$ cat src/rtl/svp_pkg.sv
// shared constants and types of the four-mode serial port
package svp_pkg;

  ////////////////////////////////////////////////////////////////////////////
  // register byte addresses on the AXI4-Lite bus
  localparam logic [7:0] SVP_ADDR_CONTROL = 8'h98;
  localparam logic [7:0] SVP_ADDR_BUFFER = 8'h9C;
  localparam logic [7:0] SVP_ADDR_RATE = 8'hA0;
  localparam logic [7:0] SVP_ADDR_IRQ_STATUS = 8'hA4;
  localparam logic [7:0] SVP_ADDR_IRQ_MASK = 8'hA8;

  // values after reset
  localparam logic [7:0] SVP_CONTROL_RESET = 8'h00;
  localparam logic [3:0] SVP_RATE_RESET = 4'h0;
  localparam logic [2:0] SVP_IRQ_RESET = 3'h0;

  // AXI responses
  localparam logic [1:0] SVP_RESP_OKAY = 2'h0;
  localparam logic [1:0] SVP_RESP_SLVERR = 2'h2;

  ////////////////////////////////////////////////////////////////////////////
  // bit timing: shift-mode divisors of the system clock
  localparam logic [4:0] SVP_DIV_COMPAT_SLOW = 5'h06;
  localparam logic [4:0] SVP_DIV_COMPAT_FAST = 5'h03;
  localparam logic [4:0] SVP_DIV_FAST_SLOW = 5'h04;
  localparam logic [4:0] SVP_DIV_FAST_FAST = 5'h02;
  // fixed 11-bit mode: oversample every clock (1/16) or every second (1/32)
  localparam logic [4:0] SVP_DIV_FIXED_SLOW = 5'h02;
  // sixteen oversample ticks a bit, sampled at the eighth
  localparam logic [3:0] SVP_OS_LAST = 4'hF;
  localparam logic [3:0] SVP_OS_SAMPLE = 4'h7;

  // bits per frame and samples per reception
  localparam logic [3:0] SVP_BITS_SHIFT = 4'h8;
  localparam logic [3:0] SVP_BITS_ASYNC10 = 4'hA;
  localparam logic [3:0] SVP_BITS_ASYNC11 = 4'hB;
  localparam logic [3:0] SVP_RX_SAMPLES = 4'h9;

  ////////////////////////////////////////////////////////////////////////////
  // modes, as the two mode-select bits
  typedef enum logic [1:0] {
    SVP_MODE_SHIFT = 2'b00,
    SVP_MODE_ASYNC10 = 2'b01,
    SVP_MODE_ASYNC11_FIXED = 2'b10,
    SVP_MODE_ASYNC11_VAR = 2'b11
  } svp_mode_type;

  typedef enum logic [1:0] {
    SVP_TX_IDLE = 2'b00,
    SVP_TX_ASYNC = 2'b01,
    SVP_TX_SHIFT = 2'b10
  } svp_tx_state_type;

  typedef enum logic [1:0] {
    SVP_RX_IDLE = 2'b00,
    SVP_RX_START = 2'b01,
    SVP_RX_DATA = 2'b10,
    SVP_RX_SHIFT = 2'b11
  } svp_rx_state_type;

  // serial control register, bit 7 first
  typedef struct packed {
    logic mode_select_high;
    logic mode_select_low;
    logic multiprocessor_enable;
    logic receive_enable;
    logic transmit_ninth_bit;
    logic received_ninth_bit;
    logic transmit_complete_flag;
    logic receive_complete_flag;
  } svp_ctrl_type;

  // rate register, bit 3 first
  typedef struct packed {
    logic async_timer2;
    logic shift_timer;
    logic rate_double;
    logic fast_timing;
  } svp_rate_type;

  // interrupt status and mask layout, bit 2 first
  typedef struct packed {
    logic overrun;
    logic rx_done;
    logic tx_done;
  } svp_event_type;

  typedef struct packed {
    logic [4:0] count;
    logic timer_phase;
  } svp_rate_state_type;

  typedef struct packed {
    svp_ctrl_type ctrl;
    svp_rate_type rate;
    svp_event_type irq_status;
    svp_event_type irq_mask;
    logic [7:0] rx_buffer;
    logic aw_held;
    logic [7:0] aw_addr;
    logic w_held;
    logic [7:0] w_data;
    logic w_strb0;
    logic bvalid;
    logic [1:0] bresp;
    logic rvalid;
    logic [31:0] rdata;
    logic [1:0] rresp;
    svp_tx_state_type tx_state;
    logic [10:0] tx_frame;
    logic [3:0] tx_bits;
    logic [3:0] tx_os;
    logic txd;
    logic rxd_out;
    logic rxd_oe;
    svp_rx_state_type rx_state;
    logic [8:0] rx_shift;
    logic [3:0] rx_bits;
    logic [3:0] rx_os;
    logic rx_armed;
    logic sync1;
    logic sync2;
    logic sync3;
    logic rxd_level;
  } svp_state_type;

endpackage

$ cat src/rtl/svp_rate_gen.sv
// bit-rate enables for the serial port: shift clock edges and oversample ticks
`timescale 1ns/1ps
`default_nettype none
module svp_rate_gen
  import svp_pkg::*;
(
  // clock and reset
  input wire logic aclk,
  input wire logic aresetn,
  // configuration
  input wire svp_mode_type mode,
  input wire svp_rate_type rate,
  // timer overflows and restart from the shifter
  input wire logic timer1_overflow,
  input wire logic timer2_overflow,
  input wire logic shift_restart,
  // one-cycle enables
  output logic oversample_tick,
  output logic shift_fall,
  output logic shift_rise
);

  svp_rate_state_type cur;
  svp_rate_state_type next_cur;
  logic [4:0] divisor;

  ////////////////////////////////////////////////////////////////////////////
  // divider: one counter serves shift mode unless shift_timer picks timer 1, and the fixed 11-bit mode; the other two modes pass timer overflows
  always_comb begin
    next_cur = cur;
    oversample_tick = 1'b0;
    shift_fall = 1'b0;
    shift_rise = 1'b0;
    if (rate.fast_timing) begin
      divisor = rate.rate_double ? SVP_DIV_FAST_FAST : SVP_DIV_FAST_SLOW;
    end else begin
      divisor = rate.rate_double ? SVP_DIV_COMPAT_FAST : SVP_DIV_COMPAT_SLOW;
    end
    unique case (mode)
      SVP_MODE_SHIFT: begin
        if (shift_restart) begin
          next_cur.count = 5'h00;
          next_cur.timer_phase = 1'b0;
        end else if (rate.shift_timer) begin
          // each overflow is half a bit: low half, then high half
          if (timer1_overflow) begin
            shift_fall = ~cur.timer_phase;
            shift_rise = cur.timer_phase;
            next_cur.timer_phase = ~cur.timer_phase;
          end
        end else begin
          // low from count 0, high from half the divisor; odd divisors favour high
          shift_fall = (cur.count == 5'h00);
          shift_rise = (cur.count == (divisor >> 1));
          next_cur.count = (cur.count == divisor - 5'h01) ? 5'h00 : cur.count + 5'h01;
        end
      end
      SVP_MODE_ASYNC10, SVP_MODE_ASYNC11_VAR: begin
        oversample_tick = rate.async_timer2 ? timer2_overflow : timer1_overflow;
      end
      SVP_MODE_ASYNC11_FIXED: begin
        // 1/16 ticks every clock, 1/32 every second clock
        if (rate.rate_double) begin
          oversample_tick = 1'b1;
        end else begin
          oversample_tick = (cur.count == 5'h00);
          next_cur.count = (cur.count == SVP_DIV_FIXED_SLOW - 5'h01) ? 5'h00 : cur.count + 5'h01;
        end
      end
    endcase
  end

  // state register
  always_ff @(posedge aclk) begin
    if (!aresetn) begin
      cur <= '0;
    end else begin
      cur <= next_cur;
    end
  end

endmodule // svp_rate_gen
`default_nettype wire

$ cat src/rtl/svp_serial_port.sv
// four-mode serial port with AXI4-Lite registers
`timescale 1ns/1ps
`default_nettype none
module svp_serial_port
  import svp_pkg::*;
(
  // clock and reset
  input wire logic aclk,
  input wire logic aresetn,
  // AXI4-Lite write address and data
  input wire logic [7:0] s_axi_awaddr,
  input wire logic s_axi_awvalid,
  output logic s_axi_awready,
  input wire logic [31:0] s_axi_wdata,
  input wire logic [3:0] s_axi_wstrb,
  input wire logic s_axi_wvalid,
  output logic s_axi_wready,
  // AXI4-Lite write response
  output logic [1:0] s_axi_bresp,
  output logic s_axi_bvalid,
  input wire logic s_axi_bready,
  // AXI4-Lite read
  input wire logic [7:0] s_axi_araddr,
  input wire logic s_axi_arvalid,
  output logic s_axi_arready,
  output logic [31:0] s_axi_rdata,
  output logic [1:0] s_axi_rresp,
  output logic s_axi_rvalid,
  input wire logic s_axi_rready,
  // timer overflow pulses from on-chip timers
  input wire logic timer1_overflow,
  input wire logic timer2_overflow,
  // serial pins
  output logic txd,
  input wire logic rxd_in,
  output logic rxd_out,
  output logic rxd_oe,
  // interrupt
  output logic irq
);

  svp_state_type cur;
  svp_state_type next_cur;
  svp_mode_type mode;
  svp_event_type events;
  logic oversample_tick;
  logic shift_fall;
  logic shift_rise;
  logic shift_restart;
  logic buf_write;
  logic read_clear;
  logic do_write;
  logic [3:0] frame_len;
  logic [8:0] rx_next_shift;
  logic rx_finish;

  ////////////////////////////////////////////////////////////////////////////
  // bit-rate enables
  svp_rate_gen u_rate (
    .aclk(aclk),
    .aresetn(aresetn),
    .mode(mode),
    .rate(cur.rate),
    .timer1_overflow(timer1_overflow),
    .timer2_overflow(timer2_overflow),
    .shift_restart(shift_restart),
    .oversample_tick(oversample_tick),
    .shift_fall(shift_fall),
    .shift_rise(shift_rise)
  );

  // bus handshakes and pin outputs straight from state
  assign mode = svp_mode_type'({cur.ctrl.mode_select_high, cur.ctrl.mode_select_low});
  assign s_axi_awready = ~cur.aw_held & ~cur.bvalid;
  assign s_axi_wready = ~cur.w_held & ~cur.bvalid;
  assign s_axi_arready = ~cur.rvalid;
  assign s_axi_bvalid = cur.bvalid;
  assign s_axi_bresp = cur.bresp;
  assign s_axi_rvalid = cur.rvalid;
  assign s_axi_rdata = cur.rdata;
  assign s_axi_rresp = cur.rresp;
  assign txd = cur.txd;
  assign rxd_out = cur.rxd_out;
  assign rxd_oe = cur.rxd_oe;
  assign irq = |(cur.irq_status & cur.irq_mask);

  ////////////////////////////////////////////////////////////////////////////
  // next-state logic: bus first, then the engines, then a fresh transmit load,
  // so that hardware flag sets win over a software clear in the same cycle
  always_comb begin
    next_cur = cur;
    events = '0;
    buf_write = 1'b0;
    read_clear = 1'b0;
    shift_restart = 1'b0;
    rx_finish = 1'b0;
    rx_next_shift = {cur.rxd_level, cur.rx_shift[8:1]};
    frame_len = (mode == SVP_MODE_ASYNC10) ? SVP_BITS_ASYNC10 : SVP_BITS_ASYNC11;

    // pin synchroniser: a new level counts once stages two and three agree
    next_cur.sync1 = rxd_in;
    next_cur.sync2 = cur.sync1;
    next_cur.sync3 = cur.sync2;
    if (cur.sync2 == cur.sync3) begin
      next_cur.rxd_level = cur.sync3;
    end

    // write channels are taken in either order and held until both are in
    if (s_axi_awvalid && s_axi_awready) begin
      next_cur.aw_held = 1'b1;
      next_cur.aw_addr = s_axi_awaddr;
    end
    if (s_axi_wvalid && s_axi_wready) begin
      next_cur.w_held = 1'b1;
      next_cur.w_data = s_axi_wdata[7:0];
      next_cur.w_strb0 = s_axi_wstrb[0];
    end
    if (cur.bvalid && s_axi_bready) begin
      next_cur.bvalid = 1'b0;
    end
    do_write = next_cur.aw_held & next_cur.w_held & ~cur.bvalid;
    if (do_write) begin
      next_cur.aw_held = 1'b0;
      next_cur.w_held = 1'b0;
      next_cur.bvalid = 1'b1;
      next_cur.bresp = SVP_RESP_OKAY;
      // all registers live in byte lane 0; without its strobe nothing changes
      unique case (next_cur.aw_addr)
        SVP_ADDR_CONTROL: if (next_cur.w_strb0) next_cur.ctrl = svp_ctrl_type'(next_cur.w_data);
        SVP_ADDR_BUFFER: buf_write = next_cur.w_strb0;
        SVP_ADDR_RATE: if (next_cur.w_strb0) next_cur.rate = svp_rate_type'(next_cur.w_data[3:0]);
        SVP_ADDR_IRQ_STATUS: ; // cleared by reading only
        SVP_ADDR_IRQ_MASK: if (next_cur.w_strb0) next_cur.irq_mask = svp_event_type'(next_cur.w_data[2:0]);
        default: next_cur.bresp = SVP_RESP_SLVERR;
      endcase
    end

    // read channel: data are captured on the address handshake
    if (cur.rvalid && s_axi_rready) begin
      next_cur.rvalid = 1'b0;
    end
    if (s_axi_arvalid && s_axi_arready) begin
      next_cur.rvalid = 1'b1;
      next_cur.rresp = SVP_RESP_OKAY;
      next_cur.rdata = 32'h0000_0000;
      unique case (s_axi_araddr)
        SVP_ADDR_CONTROL: next_cur.rdata[7:0] = cur.ctrl;
        SVP_ADDR_BUFFER: next_cur.rdata[7:0] = cur.rx_buffer;
        SVP_ADDR_RATE: next_cur.rdata[3:0] = cur.rate;
        SVP_ADDR_IRQ_STATUS: begin
          next_cur.rdata[2:0] = cur.irq_status;
          read_clear = 1'b1;
        end
        SVP_ADDR_IRQ_MASK: next_cur.rdata[2:0] = cur.irq_mask;
        default: next_cur.rresp = SVP_RESP_SLVERR;
      endcase
    end

    //////////////////////////////////////////////////////////////////////////
    // transmitter, independent of the receiver except in shift mode
    unique case (cur.tx_state)
      SVP_TX_IDLE: ;
      SVP_TX_ASYNC: begin
        if (oversample_tick) begin
          next_cur.tx_os = cur.tx_os + 4'h1;
          if (cur.tx_os == SVP_OS_LAST) begin
            // ones are shifted in behind the loaded stop bit as the frame drains
            next_cur.tx_frame = {1'b1, cur.tx_frame[10:1]};
            next_cur.tx_bits = cur.tx_bits + 4'h1;
            next_cur.txd = cur.tx_frame[1];
            if (cur.tx_bits + 4'h1 == frame_len) begin
              next_cur.tx_state = SVP_TX_IDLE;
              next_cur.txd = 1'b1;
              next_cur.ctrl.transmit_complete_flag = 1'b1;
              events.tx_done = 1'b1;
            end
          end
        end
      end
      SVP_TX_SHIFT: begin
        // transmit pin is the shift clock, data change after its rising edge
        if (shift_fall) begin
          next_cur.txd = 1'b0;
        end
        if (shift_rise) begin
          next_cur.txd = 1'b1;
          next_cur.tx_frame = {1'b1, cur.tx_frame[10:1]};
          next_cur.tx_bits = cur.tx_bits + 4'h1;
          next_cur.rxd_out = cur.tx_frame[1];
          if (cur.tx_bits + 4'h1 == SVP_BITS_SHIFT) begin
            next_cur.tx_state = SVP_TX_IDLE;
            next_cur.rxd_oe = 1'b0;
            next_cur.ctrl.transmit_complete_flag = 1'b1;
            events.tx_done = 1'b1;
          end
        end
      end
      default: next_cur.tx_state = SVP_TX_IDLE;
    endcase

    //////////////////////////////////////////////////////////////////////////
    // receiver; the line must go high before a new start bit is accepted,
    // so a line held low does not retrigger
    if (cur.rxd_level && cur.rx_state == SVP_RX_IDLE) begin
      next_cur.rx_armed = 1'b1;
    end
    unique case (cur.rx_state)
      SVP_RX_IDLE: begin
        if (mode == SVP_MODE_SHIFT) begin
          if (!cur.ctrl.receive_complete_flag && cur.ctrl.receive_enable
              && cur.tx_state == SVP_TX_IDLE && !buf_write) begin
            next_cur.rx_state = SVP_RX_SHIFT;
            next_cur.rx_bits = 4'h0;
            next_cur.rxd_oe = 1'b0;
            next_cur.txd = 1'b1;
            shift_restart = 1'b1;
          end
        end else if (cur.ctrl.receive_enable && cur.rx_armed && !cur.rxd_level) begin
          next_cur.rx_state = SVP_RX_START;
          next_cur.rx_os = 4'h0;
          next_cur.rx_bits = 4'h0;
          next_cur.rx_armed = 1'b0;
        end
      end
      SVP_RX_START: begin
        if (oversample_tick) begin
          next_cur.rx_os = cur.rx_os + 4'h1;
          // a start bit that is high again at mid-bit was a glitch
          if (cur.rx_os == SVP_OS_SAMPLE) begin
            next_cur.rx_state = cur.rxd_level ? SVP_RX_IDLE : SVP_RX_DATA;
          end
        end
      end
      SVP_RX_DATA: begin
        if (oversample_tick) begin
          next_cur.rx_os = cur.rx_os + 4'h1;
          if (cur.rx_os == SVP_OS_SAMPLE) begin
            // eight data bits then stop (10-bit) or ninth bit (11-bit)
            next_cur.rx_shift = rx_next_shift;
            next_cur.rx_bits = cur.rx_bits + 4'h1;
            if (cur.rx_bits + 4'h1 == SVP_RX_SAMPLES) begin
              rx_finish = 1'b1;
            end
          end
        end
      end
      SVP_RX_SHIFT: begin
        if (shift_fall) begin
          next_cur.txd = 1'b0;
        end
        if (shift_rise) begin
          // sample on the rising edge of the shift clock
          next_cur.txd = 1'b1;
          next_cur.rx_shift = rx_next_shift;
          next_cur.rx_bits = cur.rx_bits + 4'h1;
          if (cur.rx_bits + 4'h1 == SVP_BITS_SHIFT) begin
            rx_finish = 1'b1;
          end
        end
      end
    endcase

    // hand the byte over, unless the receive flag of the last one still stands
    if (rx_finish) begin
      next_cur.rx_state = SVP_RX_IDLE;
      if (!next_cur.ctrl.receive_complete_flag) begin
        next_cur.ctrl.receive_complete_flag = 1'b1;
        events.rx_done = 1'b1;
        if (cur.rx_state == SVP_RX_SHIFT) begin
          next_cur.rx_buffer = rx_next_shift[8:1];
        end else begin
          next_cur.rx_buffer = rx_next_shift[7:0];
          // stop bit in 10-bit mode, ninth bit in 11-bit modes
          next_cur.ctrl.received_ninth_bit = rx_next_shift[8];
        end
      end else begin
        events.overrun = 1'b1;
      end
    end

    //////////////////////////////////////////////////////////////////////////
    // a buffer write always (re)starts a transmission
    if (buf_write) begin
      next_cur.tx_bits = 4'h0;
      next_cur.tx_os = 4'h0;
      if (mode == SVP_MODE_SHIFT) begin
        // the shared data pin is driven, so a shift reception gives way
        next_cur.tx_state = SVP_TX_SHIFT;
        next_cur.tx_frame = {3'b111, next_cur.w_data};
        next_cur.rxd_out = next_cur.w_data[0];
        next_cur.rxd_oe = 1'b1;
        next_cur.txd = 1'b1;
        next_cur.rx_state = SVP_RX_IDLE;
        shift_restart = 1'b1;
      end else begin
        next_cur.tx_state = SVP_TX_ASYNC;
        if (mode == SVP_MODE_ASYNC10) begin
          next_cur.tx_frame = {2'b11, next_cur.w_data, 1'b0};
        end else begin
          next_cur.tx_frame = {1'b1, cur.ctrl.transmit_ninth_bit, next_cur.w_data, 1'b0};
        end
        next_cur.txd = 1'b0;
      end
    end

    // sticky interrupt bits; an event in the clearing read survives
    next_cur.irq_status = (read_clear ? SVP_IRQ_RESET : cur.irq_status) | events;
  end

  ////////////////////////////////////////////////////////////////////////////
  // state register; idle line levels are high
  always_ff @(posedge aclk) begin
    if (!aresetn) begin
      cur <= '0;
      cur.ctrl <= svp_ctrl_type'(SVP_CONTROL_RESET);
      cur.rate <= svp_rate_type'(SVP_RATE_RESET);
      cur.irq_status <= svp_event_type'(SVP_IRQ_RESET);
      cur.irq_mask <= svp_event_type'(SVP_IRQ_RESET);
      cur.tx_state <= SVP_TX_IDLE;
      cur.rx_state <= SVP_RX_IDLE;
      cur.txd <= 1'b1;
      cur.rxd_out <= 1'b1;
      cur.sync1 <= 1'b1;
      cur.sync2 <= 1'b1;
      cur.sync3 <= 1'b1;
      cur.rxd_level <= 1'b1;
    end else begin
      cur <= next_cur;
    end
  end

endmodule // svp_serial_port
`default_nettype wire
$ cat config.mk
export PLATFORM = sky130hd
export DESIGN_NAME = svp_serial_port
export DESIGN_NICKNAME = d
export VERILOG_FILES = /design/src/rtl/svp_pkg.sv /design/src/rtl/svp_rate_gen.sv /design/src/rtl/svp_serial_port.sv
export SDC_FILE = /design/constraint.sdc
export NUM_CORES = 1
export LEC_CHECK = 0
export BUFFER_PORTS_ARGS = -buffer_cell sky130_fd_sc_hd__buf_2
export CORE_MARGIN = 2
export CORE_UTILIZATION = 58
export CTS_BUF_LIST = sky130_fd_sc_hd__clkbuf_4 sky130_fd_sc_hd__clkbuf_8
export CTS_CLUSTER_DIAMETER = 120
export DETAILED_ROUTE_END_ITERATION = 6
export GPL_TIMING_DRIVEN = 0
export PLACE_DENSITY_LB_ADDON = 0.3
export SLEW_MARGIN = 20
export SYNTH_ARGS = -nofsm -noshare
export SYNTH_HDL_FRONTEND = slang
export SYNTH_SLANG_ARGS = --single-unit
$ cat constraint.sdc
create_clock -name aclk -period 3.75 [get_ports aclk]
set_clock_uncertainty 0.2 [all_clocks]
set_input_delay 0.1875 -clock aclk [delete_from_list [all_inputs] [get_ports aclk]]
set_output_delay 0.1875 -clock aclk [all_outputs]
set_load 0.05 [all_outputs]
# After elaboration in Yosys (flattened, before gate mapping)
# Index checks and enable logic that the tools add are counted.
# W data, S select, Z words.
[word_totals] word_cells=283 in_bits=62 reg_bits=113 out_inout_bits=45
[classes] bitwise=13 n_mux=123 n_reduce_logical=47 n_eq_ne=47 add_sub_neg=6
[ops] cell="$eq A8 B8 Y1 const B" n=10
[ops] cell="$mux W1" n=58
[ops] cell="$mux W17" n=3
[ops] cell="$mux W13" n=3
[ops] cell="$mux W35" n=1
[ops] cell="$mux W5" n=6
[ops] cell="$pmux W15 S2" n=1
[ops] cell="$mux W4" n=7
[ops] cell="$mux W26" n=1
[ops] cell="$mux W2" n=12
[ops] cell="$mux W3" n=8
[ops] cell="$pmux W4 S3" n=2
[ops] cell="$mux W22" n=1
[ops] cell="$ne A3 B3 Y1 const B" n=7
[ops] cell="$mux W10" n=2
[ops] cell="$ne A2 B2 Y1 const B" n=10
[ops] cell="$mux W9" n=2
[ops] cell="$pmux W9 S2" n=1
[ops] cell="$add A4 B1 Y4 const B" n=4
[ops] cell="$eq A4 B4 Y1 const B" n=4
[ops] cell="$pmux W3 S5" n=1
[ops] cell="$reduce_and A3 Y1" n=5
[ops] cell="$reduce_bool A2 Y1" n=7
[ops] cell="$pmux W1 S2" n=6
[ops] cell="36 further kinds" n=74

# Logic depth before layout (Yosys ltp)
[depth] depth_word=25 depth_mapped=12

# Hierarchy
# Synthesis repeated with hierarchy kept, for this count alone.
[unflattened] hier_cells=706 hier_area_um2=5915.7
[by_module_without_submodules] module="svp_serial_port" area_per_inst_um2=5327.6 seq_area_each_um2=2062.0 cells_per_inst=637 instances=1
[by_module_without_submodules] module="svp_rate_gen" area_per_inst_um2=588.1 seq_area_each_um2=120.1 cells_per_inst=69 instances=1

# Worst setup path after synthesis
# OpenSTA, ideal clock, no wires.
[synth_path] path_type="reg2reg" start="register cur (netlist bit s_axi_bvalid)" end="register cur[111] (netlist name)" arrival_time_ps=3098 stages_incl_launch_ff=12 synth_period_minus_slack_ps=3378 required_time_ps=3470 path_buffers=4 path_slack_ps=372 cell_sequence="dfxtp_1 > buf_6 > or3b_1 > buf_2 > or4_4 > a2111oi_4 > mux2i_1 > nor2b_1 > buf_6 > buf_6 > nor2_1 > a211oi_2"
[synth_via] elab_chain_len=19 elab_cells_between_ends=29
[synth_lines] item="start, declared" line_no="svp_serial_port.sv:42" rtl="svp_state_type cur;"
[synth_lines] item="start signal, assigned" line_no="svp_serial_port.sv:328" rtl="cur <= next_cur;"
[synth_lines] item="$not A1 Y1 (*)" line_no="svp_serial_port.sv:74, svp_serial_port.sv:75, svp_serial_port.sv:121"
[synth_lines] item="$and A1 B1 Y1, on equally long branches" line_no="svp_serial_port.sv:74, svp_serial_port.sv:75"
[synth_lines] item="$logic_and A1 B1 Y1, on equally long branches" line_no="svp_serial_port.sv:109, svp_serial_port.sv:113"
[synth_lines] item="$mux W9 / $mux W10 (equally long branches)" line_no="svp_serial_port.sv:109, svp_serial_port.sv:113"
[synth_lines] item="$eq A8 B8 Y1 / $and A1 B1 Y1 (equally long branches)" line_no="svp_serial_port.sv:128, svp_serial_port.sv:121"
[synth_lines] item="$mux W1 / $and A1 B1 Y1 (equally long branches)" line_no="svp_serial_port.sv:128, svp_serial_port.sv:121"
[synth_lines] item="$mux W1" line_no="svp_serial_port.sv:122" rtl="if (do_write) begin"
[synth_lines] item="$logic_not A1 Y1" line_no="svp_serial_port.sv:211" rtl="&& cur.tx_state == SVP_TX_IDLE && !buf_write) begin"
[synth_lines] item="[... 3 more ...]"
[synth_lines] item="$mux W1" line_no="svp_serial_port.sv:207" rtl="unique case (cur.rx_state)"
[synth_lines] item="$mux W1" line_no="svp_serial_port.sv:286" rtl="if (mode == SVP_MODE_SHIFT) begin"
[synth_lines] item="$mux W1" line_no="svp_serial_port.sv:283" rtl="if (buf_write) begin"
[synth_lines] item="$mux W1" line_no="svp_rate_gen.sv:41" rtl="if (shift_restart) begin"
[synth_lines] item="$mux W1" line_no="svp_rate_gen.sv:39" rtl="unique case (mode)"
[synth_lines] item="$mux W1" line_no="svp_serial_port.sv:251" rtl="if (shift_rise) begin"
[synth_lines] item="$pmux W1 S2" line_no="svp_serial_port.sv:207"
[synth_lines] item="$reduce_and A2 Y1 (no source line) (*)"
# Every way passes the cells marked *; elsewhere a longest branch is shown, timed or not.
# A chain may end at the register's enable or synchronous reset.

# Worst setup path in the final report
[layout_path] start="register cur (netlist bit s_axi_bvalid)" end="register cur[40] (netlist name)"
[layout_via] elab_chain_len=18 elab_cells_between_ends=29
[layout_lines] item="$not A1 Y1 (*)" line_no="svp_serial_port.sv:74, svp_serial_port.sv:75, svp_serial_port.sv:121"
[layout_lines] item="$and A1 B1 Y1, on equally long branches" line_no="svp_serial_port.sv:74, svp_serial_port.sv:75"
[layout_lines] item="$logic_and A1 B1 Y1, on equally long branches" line_no="svp_serial_port.sv:109, svp_serial_port.sv:113"
[layout_lines] item="$mux W9 / $mux W10 (equally long branches)" line_no="svp_serial_port.sv:109, svp_serial_port.sv:113"
[layout_lines] item="$eq A8 B8 Y1 / $and A1 B1 Y1 (equally long branches)" line_no="svp_serial_port.sv:128, svp_serial_port.sv:121"
[layout_lines] item="$mux W1 / $and A1 B1 Y1 (equally long branches)" line_no="svp_serial_port.sv:128, svp_serial_port.sv:121"
[layout_lines] item="$mux W1" line_no="svp_serial_port.sv:122"
[layout_lines] item="$logic_not A1 Y1" line_no="svp_serial_port.sv:211"
[layout_lines] item="[... 2 more ...]"
[layout_lines] item="$mux W1" line_no="svp_serial_port.sv:209" rtl="if (mode == SVP_MODE_SHIFT) begin"
[layout_lines] item="$mux W1" line_no="svp_serial_port.sv:207"
[layout_lines] item="$mux W1" line_no="svp_serial_port.sv:286"
[layout_lines] item="$mux W1" line_no="svp_serial_port.sv:283"
[layout_lines] item="$mux W1" line_no="svp_rate_gen.sv:41"
[layout_lines] item="$mux W1" line_no="svp_rate_gen.sv:39"
[layout_lines] item="$ne A3 B3 Y1 (no source line)"
[layout_lines] item="$reduce_and A4 Y1 (no source line)"
# Marks and branches as above.

==> flow_metrics.tcl <==
set metrics [dict create \
    worst_slew_pin_slew_ns 1.023 \
    synthMuxAreaShare_pct 7.001 \
    cp-end-kind "flip-flop" \
    first_pass_iters 5 \
    ant_nets 0 \
    track_usage_pct 28.62 \
    ys_types 68 \
    die_area_sq_um 11340 \
    worst_path_max_delay_cell "mux2i_1" \
    synth-simple-area-share_pct 22.81 \
    grt_pass1_vias 5360 \
    grt_max_degree 19 \
    chipWidth_um 106.5 \
    r2r_slack_ns 0.28 \
    slew_viol_final 0 \
    holdPathEnd "txd$_SDFF_PN1_" \
    arrival_ns 3.51 \
    cap_violations 0 \
    antenna_cells 0 \
    finalHoldViolations 0 \
    place.gp.congestion 0.8960 \
    fin_nets 930 \
    max_freq_mhz 288.5 \
    critPathRequiredTime_ns 3.79 \
    power_density_nw_per_um2 326.3 \
    insertion_delay_ns 0.38 \
    rsz0062_at_grt "false" \
    wl_per_cell_um 16.19 \
    cts_num_sinks 109 \
    synth_warnings 0 \
    stdcell_area_sq_um 6980 \
    hold_depth 4 \
    cts-buffers-inserted 9 \
    drive_gt1_share_pct 17.25 \
    avgViaCountPerCell 5.764 \
    place.port_buffers 51 \
    synth_edf_count 0 \
    crit_chain "buf_6 -> or3b_1 -> buf_2 -> mux2i_1 -> a2111o_1 -> a31oi_1 -> o21ai_1 -> clkbuf_1 -> a311oi_1" \
    cpPeakStageDelay_ns 0.59 \
    yosysSeqAreaShare_pct 35.80 \
    yosysTopAreaCell "dfxtp_1" \
    fin_setup_tns_ns 0 \
    period_needed_ns 3.467 \
    vias 5695 \
    synth_xor_area_share_pct 2.299 \
    yosys.area_share.adder_pct 4.106 \
    yosys-top-cells-area "dfxtp_1, nor2_1, mux2i_1" \
    min_from "aresetn" \
    htree_num_levels 3 \
    yosys_most_used_dff "dfxtp_1" \
    relSlewSlack_pct 31.30 \
    hold_class "in -> reg" \
    core_sq_um 10280 \
    initial_core_util_pct 59.30 \
    worstSetupStartpointType "flip-flop" \
    drt_iter0_markers 437 \
    syn_to_final_growth_pct 14.53 \
    ff2ff_path_depth 9 \
    post-route-util_pct 67.92 \
    cts_resized 0 \
    reg2reg_to "cur[40]$_SDFFE_PN0P_" \
    synth_compound_gate_area_share_pct 19.17 \
    setup.worst_path.class "reg -> reg" \
    cts_buffer_depth 2 \
    synthesis.area_sq_um 6095 \
    rows 37 \
    syn_avg_cell_area_sq_um 8.214 \
    dpl.hpwl_um 11810 \
    grt_pass1_wl_um 25750 \
    clockRootBuffer "clkbuf_8" \
    setup-violations-final 0 \
    p_leak_nw 2.755 \
    place_area_sq_um 6614 \
    cts_tree "built" \
    ios 107 \
    syn_inst 742 \
    status "completed" \
    fin_crit_sh_pct 92.44 \
    worstPathMaxFanout 10 \
    peakVddDrop_uv 205.4 \
    fp.dieH_um 106.5 \
    synth_top_family_by_area "simple AND/OR/NAND/NOR gates" \
    antenna_found_initial 0 \
    synth_seq_cells 109 \
    drc 0 \
    cts.clk_slew.worst_paths_ns 0.11 \
    async_flop_share_pct 0 \
    timing.rr.start "s_axi_bvalid$_SDFFE_PN0P_" \
    grt-ovfl-total 0 \
    synth_top_area_share_pct 35.80 \
    wirelength_um 16000 \
]
[state kept, by name, summed over array words and instances (netlist names)]
register and count:
s_axi_bvalid 1, cur 88, s_axi_rdata 8, rxd_out 1
txd 1, s_axi_rresp 1, s_axi_rvalid 1, rxd_oe 1
s_axi_bresp 1, u_rate.cur 6
[Yosys cell counts, types with 19 or more instances]
cell type / n
o21ai_0: 34
a21oi_1: 42
nand3_1: 38
clkbuf_1: 33
dfxtp_1: 109
nor2_1: 94
a211oi_1: 19
ha_1: 20
mux2i_1: 28
inv_1: 20
nand2_1: 73
buf_4: 36
[per-layer routing]
metal  GRT usage (%)  wire (um)  vias up
met3           5.028       1168       46
met2           50.27       7684      230
li1                -          -     2782
met5               0          0        -
met1           35.09       6653     2637
met4           10.39        492        0
[placed cells by master (no fill, tap or decap), types with 4 or more instances in the layout]
cell,count
nor3_1,15
nand3_1,38
o21ai_0,34
nand4_1,7
nor2b_1,8
clkbuf_1,33
nand2b_1,10
nand4b_1,5
nand2_1,73
o211ai_1,7
and2_1,6
a31oi_1,12
and3_1,4
dfxtp_1,109
or2_2,4
a21oi_1,42
inv_1,20
conb_1,26
mux2i_1,28
or3_1,5
a221oi_1,5
clkbuf_8,10
buf_2,54
nor3b_1,6
a211oi_1,19
xor2_1,9
ha_1,20
mux2_2,13
nor2_1,94
buf_4,38
a211oi_2,9
dlygate4sd3_1,17
xnor2_1,7
[critical path, delay by kind of cell, from the launching register on]
| family | cells | cell delay (ns) |
|---|---|---|
| flops | 1 | 0.33 |
| compound gates | 4 | 1.16 |
| buf+inv | 3 | 0.69 |
| simple gates | 1 | 0.35 |
| mux | 1 | 0.59 |
[cell type report]
cell class / count / area [sq um]
multi-input combinational: 559 / 3473
fill: 855 / 3297
sequential: 109 / 2182
buffer: 78 / 454.2
timing repair buffer: 70 / 440.4
tap: 136 / 170.2
clock buffer: 10 / 137.6
inverter: 21 / 78.83
clock inverter: 5 / 43.79
[where the power goes]
group          internal (mW)  leakage [nW]  switching (mW)
combinational          0.127          1.78           0.256
clock                  0.266        0.0922           0.422
sequential              1.19         0.884          0.0204
[kinds of logic (layout without fill, tap and decap cells)]
| group | after synthesis | count (layout) |
|---|---|---|
| buf+inv | 99 | 184 |
| flops | 109 | 109 |
| mux | 41 | 41 |
| compound gates | 166 | 166 |
| fa+ha+maj | 20 | 20 |
| xor+xnor | 16 | 16 |
| simple gates | 290 | 290 |
| other cells | 1 | 26 |
[how the worst max path moves through the flow]
stage	start	cells after the start	to	slack, ns
floorplan	s_axi_bvalid$_SDFFE_PN0P_	11	cur[111]$_SDFFE_PN0P_	0.37
global placement	s_axi_bvalid$_SDFFE_PN0P_	9	cur[40]$_SDFFE_PN0P_	0.35
detailed placement	s_axi_bvalid$_SDFFE_PN0P_	9	cur[20]$_SDFFE_PN0P_	0.28
CTS	s_axi_awvalid	10	cur[20]$_SDFFE_PN0P_	0.14
global route	s_axi_bvalid$_SDFFE_PN0P_	9	cur[41]$_SDFFE_PN0P_	0.07
finish	s_axi_bvalid$_SDFFE_PN0P_	9	cur[40]$_SDFFE_PN0P_	0.28
[per-stage QoR]
stage               power, mW  hold slack, ns  setup WS, ns  instances
finish                  2.278         0.01085        0.2834        988
global route            2.358         0.04173       0.06597        988
CTS                     2.274        0.008755        0.1439        986
detailed placement      1.595          0.1744        0.2813        954
global placement        1.584          0.1694        0.3473        954
floorplan               1.509         0.08652        0.3716        767
[what timing repair did]
item | CTS | global route
hold buffers | 17 | 0
setup buffers | 0 | 2
endpoints found under the hold margin | 15 | 0
setup endpoints to repair | 0 | 8
No activity file was read; power rests on OpenSTA's default activity.
